===== src/addr_check_defs.svh =====
// constants for the address bypass and size-check front end
// assumes: included by iommu_addr_pkg.sv and the design module
//
// Notes on behaviour
// - short scheme takes transient hint from request, as changed by stream entry
// - walk_disable_zero is honoured for hyp and monitor banks, not ignored
// - secure hyp bank applies its walk_nonsecure_cfg to table walk accesses
// - stage 2 bypass context does attribute-only second stage, walks included
// - nonsecure non-hyp banks carry a vm identifier even with stage 2 bypass
// - nonsecure ipa space scheme uses a single stage, stage 2 only
// - instr_attr_override can turn instruction fetches into data accesses
// - secure instruction fetch check follows the override
// - user cache maintenance control applies even with translation disabled
// - invalidate-all command write only sets status bit 8; no entries held here
// - ipa beyond ipa_width_field raises address size fault
// - pa beyond output_addr_width_field raises address size fault
// - va up to 32 bits short, 49 bits long; bit 48 picks table base
// - granules 4KB, 16KB, 64KB supported, larger blocks too
// - ipa and pa widths at most 48 bits
// - report upstream, ipa and output address widths
// - without stage 1, upstream and ipa widths reported equal
// - without stage 2, ipa and output widths reported equal
// - effective ipa width is ipa width, or min(ipa, output) for bypass
// - pa range limit from second control for stage 1, primary for stage 2
// - bypassed address truncated to output address width
// - bypass on port disable, bypass entry, or bad match with fault cfg 0
// - sign extend only stage 1 long format enabled non-hyp non-monitor
// - nonzero bits above sign_ext_position raise level 0 translation fault
`ifndef ADDR_CHECK_DEFS_SVH
`define ADDR_CHECK_DEFS_SVH

// ============================================================
// register offsets
`define OFS_CTRL        12'h000
`define OFS_CAP         12'h004
`define OFS_STREAM      12'h008
`define OFS_BANK        12'h00C
`define OFS_TCTRL       12'h010
`define OFS_STATUS      12'h014
`define OFS_FAULT_LO    12'h018
`define OFS_FAULT_HI    12'h01C
`define OFS_TLB_CMD     12'h020

// ============================================================
// widths and reset values
`define UBS_BITS        6'd49
`define IAS_BITS        6'd48
`define OAS_BITS        6'd48
`define MAX_ADDR_BITS   49
`define STAGE1_SUP      1'b1
`define STAGE2_SUP      1'b1
`define GRANULE_SET     3'h7
`define CTRL_RESET      32'h00000001
`define ZERO_WORD       32'h00000000

// ============================================================
// field positions
`define CTRL_PORT_DIS   0
`define CTRL_USF_CFG    1
`define STR_TYPE_LO     0
`define STR_INST_LO     2
`define STR_TRANS_OVR   4
`define STR_TRANS_VAL   5
`define BANK_S2_BYPASS  0
`define BANK_HYP        1
`define BANK_MON        2
`define BANK_SECURE     3
`define BANK_LONG_FMT   4
`define BANK_XLAT_EN    5
`define BANK_SHORT_FMT  6
`define BANK_VMID_LO    8
`define BANK_UCI        16
`define BANK_S2_ONLY    17
`define TC_WALK_DIS0    0
`define TC_WALK_NS      1
`define TC_PA_S2_LO     2
`define TC_PA2_S1_LO    8
`define TC_SEP_LO       16
`define TC_SEC_IFETCH   24

`endif


===== src/iommu_addr_pkg.sv =====
// types for the address bypass and size-check front end
// assumes: addr_check_defs.svh is on the include path
`include "addr_check_defs.svh"

package iommu_addr_pkg;

    typedef enum logic [1:0] {
        STR_TRANSLATE = 2'b00,
        STR_BYPASS    = 2'b01,
        STR_FAULT     = 2'b10
    } stream_type_t;

    typedef enum logic [1:0] {
        INST_AS_SIGNALLED = 2'b00,
        INST_FORCE_DATA   = 2'b10,
        INST_FORCE_INSTR  = 2'b11
    } instr_cfg_t;

    typedef enum logic [1:0] {
        RESULT_PASS     = 2'b00,
        RESULT_BYPASS   = 2'b01,
        RESULT_FAULT    = 2'b11
    } result_t;

    typedef struct packed {
        logic [48:0] addr;
        logic        instr;
        logic        secure;
        logic        user;
        logic        transient;
        logic        walk;
        logic        cache_maint;
        logic [1:0]  match_count;
        logic        short_fmt_va;
    } req_t;

    typedef struct packed {
        logic [47:0] addr;
        logic        instr;
        logic        secure;
        logic        transient;
        logic        bypass;
        logic        translate;
        logic        attr_only_s2;
        logic        walk_nonsecure;
        logic        ttb_sel;
        logic [7:0]  vmid;
    } fwd_t;

    typedef struct packed {
        logic size_ipa;
        logic size_pa;
        logic xlat_l0;
        logic sec_ifetch;
        logic cache_maint;
        logic walk_dis;
        logic usf;
    } fault_t;

endpackage


===== src/iommu_address_bypass_check.sv =====
// address bypass and size-check front end of an io memory management unit
// assumes: ahb-lite single word transfers, one request per cycle upstream
`timescale 1ns/1ps
`default_nettype none
`include "addr_check_defs.svh"

module iommu_address_bypass_check
    import iommu_addr_pkg::*;
(
    // clock and reset
    input  wire logic        hclk,
    input  wire logic        hresetn,
    // ahb-lite slave
    input  wire logic        hsel,
    input  wire logic [11:0] haddr,
    input  wire logic [1:0]  htrans,
    input  wire logic        hwrite,
    input  wire logic [2:0]  hsize,
    input  wire logic        hready,
    input  wire logic [31:0] hwdata,
    output logic [31:0]      hrdata,
    output logic             hreadyout,
    output logic             hresp,
    // upstream request
    input  wire logic        req_valid,
    input  wire req_t        req,
    // downstream result
    output logic             fwd_valid,
    output fwd_t             fwd,
    output result_t          result,
    output fault_t           fault
);

    // ============================================================
    // decode helpers
    function automatic logic [5:0] pa_code_bits(input logic [2:0] code);
        unique case (code)
            3'h0: pa_code_bits = 6'd32;
            3'h1: pa_code_bits = 6'd36;
            3'h2: pa_code_bits = 6'd40;
            3'h3: pa_code_bits = 6'd42;
            3'h4: pa_code_bits = 6'd44;
            default: pa_code_bits = 6'd48;
        endcase
    endfunction

    function automatic logic fits(input logic [48:0] a, input logic [5:0] w);
        logic [48:0] m;
        m = ~((49'h1 << w) - 49'h1);
        fits = (a & m) == 49'h0;
    endfunction

    function automatic logic [5:0] min6(input logic [5:0] a, input logic [5:0] b);
        min6 = (a < b) ? a : b;
    endfunction

    // ============================================================
    // registers
    logic [31:0] ctrl_r, ctrl_nxt;
    logic [31:0] stream_r, stream_nxt;
    logic [31:0] bank_r, bank_nxt;
    logic [31:0] tctrl_r, tctrl_nxt;
    logic [31:0] status_r, status_nxt;
    logic [48:0] faddr_r, faddr_nxt;
    logic        wr_pend_r, wr_pend_nxt;
    logic [11:0] wr_addr_r, wr_addr_nxt;
    logic [31:0] hrdata_r, hrdata_nxt;

    logic        ahb_take;
    logic [31:0] cap_word;

    assign ahb_take  = hsel && hready && htrans[1];
    assign hreadyout = 1'b1;
    assign hresp     = 1'b0;
    assign hrdata    = hrdata_r;

    // capability word: ubs[5:0], ias[13:8], oas[21:16], s1[24], s2[25], granules[30:28]
    assign cap_word = {1'b0, `GRANULE_SET, 2'b00, `STAGE2_SUP, `STAGE1_SUP,
                       2'b00, `OAS_BITS, 2'b00, `IAS_BITS, 2'b00, `UBS_BITS};

    // ============================================================
    // datapath
    logic        bypass, is_data, s1_ctx, sext_on, sext_bad;
    logic [5:0]  eff_ipa, pa_lim, sign_ext_position;
    logic [48:0] a_in;
    fault_t      f;
    fwd_t        o;
    stream_type_t st;
    instr_cfg_t   icfg;

    always_comb begin
        st   = stream_type_t'(stream_r[`STR_TYPE_LO +: 2]);
        icfg = instr_cfg_t'(stream_r[`STR_INST_LO +: 2]);
        a_in = req.short_fmt_va ? {17'h0, req.addr[31:0]} : req.addr;
        bypass = ctrl_r[`CTRL_PORT_DIS] || (st == STR_BYPASS) ||
                 ((req.match_count != 2'd1) && !ctrl_r[`CTRL_USF_CFG]);
        unique case (icfg)
            INST_FORCE_DATA:  is_data = 1'b1;
            INST_FORCE_INSTR: is_data = 1'b0;
            default:          is_data = !req.instr;
        endcase
        s1_ctx  = !bank_r[`BANK_S2_ONLY];
        eff_ipa = bank_r[`BANK_S2_BYPASS] ? min6(`IAS_BITS, `OAS_BITS) : `IAS_BITS;
        pa_lim  = min6(`OAS_BITS, s1_ctx ? pa_code_bits(tctrl_r[`TC_PA2_S1_LO +: 3])
                                         : pa_code_bits(tctrl_r[`TC_PA_S2_LO +: 3]));
        sign_ext_position     = tctrl_r[`TC_SEP_LO +: 6];
        sext_on = s1_ctx && bank_r[`BANK_LONG_FMT] && bank_r[`BANK_XLAT_EN] &&
                  !bank_r[`BANK_HYP] && !bank_r[`BANK_MON];
        sext_bad = sext_on && (sign_ext_position < 6'd48) &&
                   !fits(a_in, sign_ext_position + 6'd1);
        f = '0;
        o = '0;
        if (!bypass) begin
            f.usf        = (st == STR_FAULT) || (req.match_count != 2'd1);
            f.xlat_l0    = sext_bad;
            f.size_ipa   = !s1_ctx && !fits(a_in, eff_ipa);
            f.size_pa    = !fits(a_in, pa_lim);
            f.sec_ifetch = !is_data && req.secure && tctrl_r[`TC_SEC_IFETCH];
            f.cache_maint = req.cache_maint && req.user && !bank_r[`BANK_UCI];
            f.walk_dis   = req.walk && tctrl_r[`TC_WALK_DIS0];
        end
        o.addr = bypass ? a_in[47:0] & ~(48'hFFFFFFFFFFFF << `OAS_BITS)
                        : ((sext_on && sign_ext_position < 6'd48) ? {48{a_in[sign_ext_position]}} & ~((48'h1 << sign_ext_position) - 48'h1)
                                     | a_in[47:0] & ((48'h1 << sign_ext_position) - 48'h1)
                                   : a_in[47:0]);
        o.instr  = !is_data;
        o.secure = req.secure;
        o.transient = (bank_r[`BANK_SHORT_FMT] && stream_r[`STR_TRANS_OVR]) ?
                      stream_r[`STR_TRANS_VAL] : req.transient;
        o.bypass    = bypass;
        o.translate = !bypass && bank_r[`BANK_XLAT_EN];
        o.attr_only_s2 = !bypass && bank_r[`BANK_S2_BYPASS];
        o.walk_nonsecure = req.walk && bank_r[`BANK_HYP] && bank_r[`BANK_SECURE] &&
                           tctrl_r[`TC_WALK_NS];
        o.ttb_sel = !req.short_fmt_va && a_in[48];
        o.vmid = (!bank_r[`BANK_SECURE] && !bank_r[`BANK_HYP]) ?
                 bank_r[`BANK_VMID_LO +: 8] : 8'h00;
    end

    // ============================================================
    // register write/read and fault capture
    always_comb begin
        ctrl_nxt    = ctrl_r;
        stream_nxt  = stream_r;
        bank_nxt    = bank_r;
        tctrl_nxt   = tctrl_r;
        status_nxt  = status_r;
        faddr_nxt   = faddr_r;
        wr_pend_nxt = ahb_take && hwrite;
        wr_addr_nxt = haddr;
        hrdata_nxt  = hrdata_r;
        if (wr_pend_r) begin
            unique case (wr_addr_r)
                `OFS_CTRL:    ctrl_nxt   = hwdata;
                `OFS_STREAM:  stream_nxt = hwdata;
                `OFS_BANK:    bank_nxt   = hwdata;
                `OFS_TCTRL:   tctrl_nxt  = hwdata;
                `OFS_STATUS:  status_nxt = status_r & ~hwdata;
                `OFS_TLB_CMD: if (hwdata[0]) status_nxt[8] = 1'b1;
                default: ;
            endcase
        end
        // faults set status sticky bits; set beats clear
        if (req_valid && (|f)) begin
            status_nxt[6:0] = status_nxt[6:0] | f;
            faddr_nxt = a_in;
        end
        if (ahb_take && !hwrite) begin
            unique case (haddr)
                `OFS_CTRL:     hrdata_nxt = ctrl_r;
                `OFS_CAP:      hrdata_nxt = cap_word;
                `OFS_STREAM:   hrdata_nxt = stream_r;
                `OFS_BANK:     hrdata_nxt = bank_r;
                `OFS_TCTRL:    hrdata_nxt = tctrl_r;
                `OFS_STATUS:   hrdata_nxt = status_r;
                `OFS_FAULT_LO: hrdata_nxt = faddr_r[31:0];
                `OFS_FAULT_HI: hrdata_nxt = {15'h0, faddr_r[48:32]};
                default:       hrdata_nxt = `ZERO_WORD;
            endcase
        end
    end

    always_ff @(posedge hclk or negedge hresetn) begin
        if (!hresetn) begin
            ctrl_r    <= `CTRL_RESET;
            stream_r  <= `ZERO_WORD;
            bank_r    <= `ZERO_WORD;
            tctrl_r   <= `ZERO_WORD;
            status_r  <= `ZERO_WORD;
            faddr_r   <= 49'h0;
            wr_pend_r <= 1'b0;
            wr_addr_r <= 12'h000;
            hrdata_r  <= `ZERO_WORD;
        end else begin
            ctrl_r    <= ctrl_nxt;
            stream_r  <= stream_nxt;
            bank_r    <= bank_nxt;
            tctrl_r   <= tctrl_nxt;
            status_r  <= status_nxt;
            faddr_r   <= faddr_nxt;
            wr_pend_r <= wr_pend_nxt;
            wr_addr_r <= wr_addr_nxt;
            hrdata_r  <= hrdata_nxt;
        end
    end

    // ============================================================
    // registered downstream result, one cycle after request
    logic    fv_r, fv_nxt;
    fwd_t    fwd_r, fwd_nxt;
    result_t res_r, res_nxt;
    fault_t  flt_r, flt_nxt;

    always_comb begin
        fv_nxt  = req_valid;
        fwd_nxt = req_valid ? o : '0;
        flt_nxt = req_valid ? f : '0;
        res_nxt = !req_valid ? RESULT_PASS :
                  (|f) ? RESULT_FAULT : (bypass ? RESULT_BYPASS : RESULT_PASS);
    end

    always_ff @(posedge hclk or negedge hresetn) begin
        if (!hresetn) begin
            fv_r  <= 1'b0;
            fwd_r <= '0;
            res_r <= RESULT_PASS;
            flt_r <= '0;
        end else begin
            fv_r  <= fv_nxt;
            fwd_r <= fwd_nxt;
            res_r <= res_nxt;
            flt_r <= flt_nxt;
        end
    end

    assign fwd_valid = fv_r;
    assign fwd       = fwd_r;
    assign result    = res_r;
    assign fault     = flt_r;

endmodule
`default_nettype wire


===== config.mk =====
export PLATFORM = sky130hd
export DESIGN_NAME = iommu_address_bypass_check
export DESIGN_NICKNAME = d
export VERILOG_FILES = /design/src/iommu_addr_pkg.sv /design/src/iommu_address_bypass_check.sv
export VERILOG_INCLUDE_DIRS = /design/src /design/src/src
export SDC_FILE = /design/constraint.sdc
export NUM_CORES = 1
export LEC_CHECK = 0
export ABC_AREA = 1
export BUFFER_PORTS_ARGS = -buffer_cell sky130_fd_sc_hd__buf_4
export CORE_MARGIN = 2
export CORE_UTILIZATION = 49
export DETAILED_ROUTE_END_ITERATION = 8
export HOLD_SLACK_MARGIN = 0.12
export PLACE_DENSITY = 0.69
export SYNTH_ARGS = -nofsm -noshare
export SYNTH_HDL_FRONTEND = slang
export SYNTH_SLANG_ARGS = --single-unit

===== constraint.sdc =====
create_clock -name hclk -period 4.6 [get_ports hclk]
set_input_delay 0.92 -clock hclk [delete_from_list [all_inputs] [get_ports hclk]]
set_output_delay 0.92 -clock hclk [all_outputs]
set_load 0.02 [all_outputs]

# Word level (Yosys, flattened, before mapping)
# Cells that the tools add are included.
# word_totals
register_bits,328
wordCells,159
output_inout_bits,108
# classes
bitwise_logic,11
order_cmp,3
shift,3
n_mux,24
add_sub_neg,4
n_reduce_logical,58
eq_ne,26
# op_table
cell,n
$pmux W32 S8,1
$logic_not A49 Y1,3
$and A49 B49 Y49,2
$not A49 Y49,2
$shl A1 B6 Y49 const A,2
$sub A49 B1 Y49 const B,2
$and A48 B48 Y48,2
$mux W48,2
$eq A12 B5 Y1 const B,6
$mux W64,1
$pmux W5 S5,2
$mux W49,1
$eq A12 B4 Y1 const B,4
$not A48 Y48,1
$or A48 B48 Y48,1
$shl A1 B6 Y48 const A,1
$sub A48 B1 Y48 const B,1
$mux W7,5
$and A32 B32 Y32,1
$not A32 Y32,1
$logic_and A1 B1 Y1,26
$logic_not A12 Y1,2
$logic_not A1 Y1,14
$eq A12 B3 Y1 const B,1
25 further kinds,45

# Logic depth before layout (Yosys ltp)
# Gate-level depths: netlist of the first run.
# logic_depth
word_depth,15
ltp_mapped,28

# Least setup slack after synthesis of the first run
# OpenSTA, ideal clock, no wires.
# synth_path
kind,register to register
start,register tctrl_r[16]
end,register faddr_r[38]
path_stages_with_launch,27
t_arrival_ps,3442
setup_slack_ps,1041
setup_time_ps,117
required_ps,4483
n_path_buf,3
cell_sequence,dfrtp_1 > nand2_4 > clkinv_2 > ha_1 > clkbuf_1 > inv_1 > nor2_2 > nand2_1 > nor2_1 > nand2_1 > ha_1 > nand3_1 > inv_2 > nand2_2 > nand2_1 > nand3_1 > nand3_1 > nor2_1 > nand3_1 > nor2_1 > nand2_1 > o21bai_4 > nand2_2 > buf_6 > buf_6 > nand3_1 > nand2_1
# synth_via
elab_chain_len,11
elab_cells_between_ends,13
# synth_rtl
item,line_no,rtl
"start, declared",iommu_address_bypass_check.sv:62,"logic [31:0] tctrl_r, tctrl_nxt;"
"start signal, assigned",iommu_address_bypass_check.sv:188,tctrl_r <= `ZERO_WORD;
"start signal, assigned",iommu_address_bypass_check.sv:198,tctrl_r <= tctrl_nxt;
$add A6 B1 Y6,iommu_address_bypass_check.sv:110,"!fits(a_in, sign_ext_position + 6'd1);"
$shl A1 B6 Y49,iommu_address_bypass_check.sv:49,m = ~((49'h1 << w) - 49'h1);
$sub A49 B1 Y49,iommu_address_bypass_check.sv:49,
$not A49 Y49,iommu_address_bypass_check.sv:49,
$and A49 B49 Y49,iommu_address_bypass_check.sv:50,fits = (a & m) == 49'h0;
$logic_not A49 Y1,iommu_address_bypass_check.sv:50,
$logic_not A1 Y1,iommu_address_bypass_check.sv:110,
$logic_and A1 B1 Y1 (*),iommu_address_bypass_check.sv:109,sext_bad = sext_on && (sign_ext_position < 6'd48) &&
$mux W7 (*),iommu_address_bypass_check.sv:113,if (!bypass) begin
$reduce_or A7 Y1 (*),iommu_address_bypass_check.sv:164,if (req_valid && (|f)) begin
$logic_and A1 B1 Y1 (*),iommu_address_bypass_check.sv:164,
"end signal, assigned",iommu_address_bypass_check.sv:200,faddr_r <= faddr_nxt;
"end, declared",iommu_address_bypass_check.sv:64,"logic [48:0] faddr_r, faddr_nxt;"
# Mark *: on every way between the ends. The rest lies on a longest branch, timed or not.
# A chain may end at the register's enable or synchronous reset.

# Worst setup path in the final report of the first run
# layout_path
start,register tctrl_r[18]
end,register faddr_r[39]
# The elaborated chain is that of the path after synthesis.

==> flow_summary.json, run 1 <==
{
  "grt_pass1_vias": 18378,
  "ys.flop_type": "dfrtp_1",
  "io_pins": 221,
  "final_common_cell": "nand2_1",
  "slew_violations": 0,
  "dr_total_vias": 19245,
  "p_per_area_mw_per_mm2": 289,
  "leakage_nw": 12.4,
  "hp-class": "in2async",
  "insertion_delay_ns": 0.56,
  "cts_tree": "yes",
  "synth_seq_cells": 328,
  "critPathMaxFanout": 49,
  "ir_worst_vdd_mv": 0.379,
  "fp.dieW_um": 198,
  "drc": 0,
  "synth_cells": 2597,
  "place_area_mm2": 0.0208,
  "initial_utilization_pct": 49.4,
  "via_per_inst": 5.79,
  "postRouteAntennaNets": 0,
  "synth_cell_types": 46,
  "fin_area_mm2": 0.0220,
  "cts_sinks": 328,
  "seqCellArea_mm2": 0.00821,
  "worstPathArrival_ns": 4.72,
  "rsz0062_at_grt": "false",
  "grt_max_degree": 113,
  "fin_crit_sh_pct": 92.0,
  "ctsRootBufferMaster": "clkbuf_16",
  "syn2layout_area_growth_pct": 18.6,
  "cts_made_buffers": 36,
  "placed_cells": 3260,
  "cts_setup_buffers": 0,
  "seq_area_frac_synth_pct": 44.3,
  "clkTransAtPathRegs_ns": 0.06,
  "drive_above_1_share_pct": 13.5,
  "synth_edf_count": 0,
  "critical_path_class": "reg2reg",
  "drv_cap": 0,
  "multi_input_area_mm2": 0.00860,
  "cts_resized": 0,
  "grt_overflow_total": 0,
  "fillers": 3552,
  "start_kind": "register",
  "first_pass_iters": 7,
  "timing.final.ws_setup_ns": 0.366,
  "htree_levels": 2,
  "die-area_mm2": 0.0394,
  "cts_buffer_depth": 3,
  "layout.cells.non_filler": 3326,
  "synth_area_mm2": 0.0185,
  "crit_required_ns": 5.09,
  "hold_slack_ns": 0.399,
  "row_count": 71,
  "drt_wl_total_um": 74300,
  "grtUsageTotal_pct": 38.0,
  "setup_viol": 0,
  "place_ws_ns": 0.420,
  "synth_warnings": 0,
  "layout_common_cells": "nand2_1 (591), o21ai_0 (336), dfrtp_1 (327)",
  "antenna_found_initial": 1,
  "drt_iter0_markers": 2255,
  "grt_pass1_wl_um": 111000,
  "finalSetupTns_ns": 0,
  "worst_pin_slew_ns": 1.20,
  "fmax_ghz": 0.236,
  "nets": 2905,
  "wl_per_cell_um": 22.3,
  "fin_skew_ns": 0.0202,
  "status": "complete, no violations",
  "gp_congestion": 1.04,
  "hpwl_um": 54600,
  "coreArea_mm2": 0.0375,
  "postCtsHoldBufs": 0,
  "die_h_um": 198,
  "portBuffers": 214,
  "post-route-min-period_ns": 4.23,
  "maxSlewHeadroom_pct": 19.5,
  "hold_violations": 0,
  "avgSynthCellArea_um2": 7.13,
  "async_reset_ff_share_pct": 100,
  "end_kind": "register"
}
-- worst max-delay path, cell delays in order, from the launching register on --
cell and delay [ns]:
dfrtp_1 0.51, nand2_1 0.24, nor2_8 0.18, nand3_2 0.15
nand2_4 0.21, inv_2 0.19, nand2_1 0.26, nand2_1 0.13
nor2_2 0.22, nand2_1 0.11, nor2_1 0.30, nand3_1 0.25
nand2_1 0.12, nand2_1 0.05, o21ai_0 0.17, nor2_1 0.06
nand3_1 0.12, o21bai_4 0.10, nand2_2 0.08, buf_4 0.43
nand3_1 0.17, nand2_1 0.11
-- cells in the mapped netlist (3+ instances only) --
cell type	n	area, um2
nand2_4	5	56.3
nor2_2	8	50.1
nand2_2	7	43.8
o22ai_1	15	93.8
nand3_2	3	30.0
o41ai_1	26	228
nand4_1	46	288
mux2_2	3	33.8
o2111ai_1	4	35.0
a32o_1	17	170
buf_4	10	75.1
inv_2	3	11.3
nor4_1	8	50.1
dfrtp_1	327	8180
nand3b_1	11	82.6
o31ai_1	4	30.0
nand3_1	264	1320
nand2_1	592	2220
a31oi_1	3	18.8
clkbuf_1	87	327
a211oi_1	3	22.5
a21oi_1	87	435
inv_1	306	1150
nor2_1	314	1180
nor3_1	42	210
buf_2	14	70.1
o21ai_0	336	1680
o211ai_1	3	22.5
clkinv_1	4	15.0
buf_1	12	45.0
buf_6	4	45.0
a311oi_1	4	35.0
ha_1	5	62.6
-- through the flow --
step                      power, mW  util (%)
final                          6.35      58.6
after global routing           6.53      58.6
after CTS                      6.37      58.6
after detailed placement       3.48      55.4
after global placement         3.47      55.4
after floorplan                3.17         -
-- routing by layer --
metal	track usage (%)	share of wire [%]	up-vias
li1	-	-	8906
met1	50.4	40	9103
met2	59.4	44	1028
met3	7.87	10	208
met4	18.8	5.6	0
met5	0	0	-
-- registers in the layout (all words and copies together), names as in the netlist --
register	flops
hrdata	32
fwd_valid	1
wr_addr_r	12
result	2
status_r	32
bank_r	32
fault	7
stream_r	32
ctrl_r	32
fwd	64
tctrl_r	32
wr_pend_r	1
faddr_r	49
-- layout make-up --
| cell class | instances | area share (%) |
|---|---|---|
| clock inverters | 11 | 0.478 |
| multi-input cells | 1829 | 39.1 |
| clock buffers | 54 | 5.00 |
| diodes | 1 | 0.0114 |
| well taps | 511 | 2.91 |
| inverters | 314 | 5.37 |
| repair buffers | 278 | 9.76 |
| flip-flops and latches | 328 | 37.3 |
-- final timing paths --
check                                  from      endpoint  slack [ns]  cells after the start
worst max-delay path            tctrl_r[18]   faddr_r[39]        0.37                     21
worst min-delay path                hresetn    bank_r[12]        0.40                      1
worst max register to register  tctrl_r[18]   faddr_r[39]        0.37                     21
worst min register to register   faddr_r[6]    faddr_r[6]        0.48                      2
max in group asynchronous           hresetn       fwd[54]        3.26                      2
min in group hclk                  haddr[0]  wr_addr_r[0]        0.47                      1
-- power by group --
group,switching [mW],total (mW),internal [mW]
sequential,0.0169,2.94,2.92
combinational,0.342,0.491,0.149
clock,1.25,2.92,1.67
-- cell families after synthesis --
| group | after synthesis | share of synthesized area [%] |
|---|---|---|
| other | 2 | 0.0405 |
| muxes | 3 | 0.182 |
| xor gates and xnor gates | 1 | 0.0473 |
| DFF | 328 | 44.3 |
| and+or+nand+nor | 1306 | 30.3 |
| adders and majority gates | 5 | 0.338 |
| buffers and inverters | 441 | 9.40 |
| AOI/OAI and AO/OA | 511 | 15.4 |
Power figures use the tool's default switching activity.
==> run 2, diff against run 1 <==
--- a/config.mk
+++ b/config.mk
@@ -7,12 +7,11 @@
 export NUM_CORES = 1
 export LEC_CHECK = 0
 export ABC_AREA = 1
-export BUFFER_PORTS_ARGS = -buffer_cell sky130_fd_sc_hd__buf_4
 export CORE_MARGIN = 2
 export CORE_UTILIZATION = 49
 export DETAILED_ROUTE_END_ITERATION = 8
+export DONT_BUFFER_PORTS = 1
 export HOLD_SLACK_MARGIN = 0.12
-export PLACE_DENSITY = 0.69
 export SYNTH_ARGS = -nofsm -noshare
 export SYNTH_HDL_FRONTEND = slang
 export SYNTH_SLANG_ARGS = --single-unit
==> run 2 against run 1 <==
Sequential power is essentially flat. Cell area down 8.0%. Combinational power decreased by 58%. Hold slack lost 0.35 ns. Wire length is 5.3% lower. Maximum frequency grew 0.17%. Clock skew decreased by 0.0039 ns. Critical path depth increased by 3. Clock power about the same. Sequential cell count did not move. Via count decreased by 6.2%. Core utilization is 4.7 points lower. Critical path type unchanged. Critical endpoint is now result[0].
==> flow_summary.json, run 2 (synthesis gave the netlist of run 1 again) <==
{
  "status": "complete, no violations",
  "worst_pin_slew_ns": 1.18,
  "cts_sinks": 328,
  "grtUsageTotal_pct": 36.3,
  "intPower_mw": 4.67,
  "drt_iter0_markers": 1816,
  "grt_pass1_wl_um": 107000,
  "drv_cap": 0,
  "fp.dieW_um": 198,
  "drt_wl_total_um": 70400,
  "p_sw_share_pct": 23.3,
  "ir_worst_vdd_mv": 0.297,
  "coreArea_mm2": 0.0375,
  "hp-class": "in2async",
  "end_kind": "register",
  "worstReg2RegEnd": "result[0]",
  "gp_congestion": 1.03,
  "io_pins": 221,
  "start_kind": "register",
  "p_comb_share_pct": 3.3,
  "clkTransAtPathRegs_ns": 0.07,
  "dr_total_vias": 18052,
  "cts_buffer_depth": 3,
  "initial_utilization_pct": 49.4,
  "wl_per_cell_um": 22.7,
  "antenna_found_initial": 2,
  "multi_input_area_mm2": 0.00861,
  "syn2layout_area_growth_pct": 9.18,
  "postRouteAntennaNets": 0,
  "p_per_area_mw_per_mm2": 301,
  "p_total_mw": 6.09,
  "grt_max_degree": 329,
  "crit_chain": "nand2_4, clkinv_2, ha_1, inv_2, nor2_4, nand2_1, nor2_1, nand2_1, ha_1, nand3_1, inv_2, nand2_2, nand2_1, nand3_1, nand3_1, nor2_1, nand3_1, nor2_1, nand2_1, o21bai_4, nand2_2, nand2_2, buf_12, o21ai_0",
  "rsz0062_at_grt": "false",
  "setup_viol": 0,
  "slowest_delay_ns": 0.47,
  "fmax_ghz": 0.237,
  "crit_required_ns": 4.96,
  "ctsRootBufferMaster": "clkbuf_16",
  "post-route-min-period_ns": 4.23,
  "r2r_slack_ns": 0.37,
  "clock_power_share_pct": 47.8,
  "critPathMaxFanout": 30,
  "die_h_um": 198,
  "maxSlewHeadroom_pct": 21.0,
  "seqCellArea_mm2": 0.00821,
  "fin_crit_sh_pct": 91.9,
  "largest_reg_flops": 64,
  "leakage_nw": 11.3,
  "row_count": 71,
  "insertion_delay_ns": 0.56,
  "portBuffers": 0,
  "cts_setup_buffers": 0,
  "r2r_start": "tctrl_r[16]",
  "slew_violations": 0,
  "fin_skew_ns": 0.0163,
  "grt_overflow_total": 0,
  "seqPwrFrac_pct": 48.9,
  "die-area_mm2": 0.0394,
  "hold_violations": 0,
  "fillers": 3748,
  "post-route-util_pct": 54.0,
  "netSwitchingPower_mw": 1.42,
  "drc": 0,
  "hpwl_um": 50900,
  "slowest_stage": "ha_1",
  "cts_tree": "yes",
  "cts_made_buffers": 36,
  "final_common_cell": "nand2_1",
  "layout_common_cells": "nand2_1 (591), o21ai_0 (336), dfrtp_1 (327)",
  "first_pass_iters": 7,
  "nets": 2679,
  "drive_above_1_share_pct": 5.99,
  "via_per_inst": 5.82,
  "htree_levels": 2,
  "critical_path_class": "reg2reg",
  "rr_worst_depth": 24,
  "worstPathArrival_ns": 4.59,
  "finalSetupTns_ns": 0,
  "grt_pass1_vias": 17231
}
[run 2: changes by cell type in the layout (fill, tap and decap cells not counted), moves of 2 or more]
cell / delta
buf_12: -3
diode_2: +4
clkinvlp_4: +2
bufinv_16: +2
buf_4: -222
clkbuf_8: -5
clkinv_2: +2
nor2_1: -2
[run 2: critical path: cells and delay by family (launching register included)]
family / cells / cell delay (ns)
and+or+nand+nor: 16 / 2.05
adders and majority gates: 2 / 0.72
buffers and inverters: 4 / 0.49
DFF: 1 / 0.41
AOI/OAI and AO/OA: 2 / 0.33
[run 2: metal layers]
layer / global-route usage (%) / wire (um) / part of all wire (%) / vias to the layer above
met2: 57.8 / 31900 / 45 / 871
met5: 0 / 0 / 0 / -
met3: 7.61 / 6900 / 9.8 / 178
met1: 47.7 / 28100 / 40 / 8555
met4: 16.7 / 3530 / 5.0 / 0
li1: - / - / - / 8448
[run 2: worst max-delay path by stage]
| stage | from | end | slack [ns] | depth (start not counted) |
|---|---|---|---|---|
| after floorplan | tctrl_r[16] | faddr_r[38] | 1.04 | 26 |
| after global placement | tctrl_r[16] | result[0] | 0.43 | 22 |
| after detailed placement | tctrl_r[16] | result[0] | 0.30 | 24 |
| after CTS | tctrl_r[16] | result[0] | 0.26 | 24 |
| after global routing | tctrl_r[16] | fwd[54] | 0.01 | 24 |
| final | tctrl_r[16] | result[0] | 0.37 | 24 |
[run 2: cell type report]
type	count	area share, %
clock buffers	50	5.12
inverters	314	5.83
repair buffers	52	1.99
well taps	511	3.16
diodes	5	0.0619
multi-input cells	1829	42.6
flip-flops and latches	328	40.6
clock inverters	14	0.656
[run 2: power groups by stage]
stage | Clock [mW] | Sequential [mW] | Combinational (mW)
after floorplan | 0 | 3.02 | 0.145
after global placement | 0 | 3.03 | 0.198
after detailed placement | 0 | 3.03 | 0.200
after CTS | 2.95 | 2.97 | 0.200
after global routing | 3.06 | 2.98 | 0.224
final | 2.91 | 2.97 | 0.204
[run 2: timing repair]
action	4_1_cts	5_1_grt
setup endpoints to repair	0	29
gates resized for setup	0	5
endpoints found under the hold margin	327	211
[run 2: metrics by stage]
| stage | instance area (um2) | instances | hold WS [ns] | setup slack (ns) |
|---|---|---|---|---|
| 2_1_floorplan | 18500 | 2598 | 0.442 | 1.04 |
| 3_3_place_gp | 19000 | 3034 | 0.453 | 0.433 |
| 3_5_place_dp | 19000 | 3034 | 0.459 | 0.303 |
| 4_1_cts | 20200 | 3098 | 0.0369 | 0.261 |
| 5_1_grt | 20200 | 3102 | 0.0368 | 0.0111 |
| 6_report | 20200 | 3103 | 0.0478 | 0.373 |
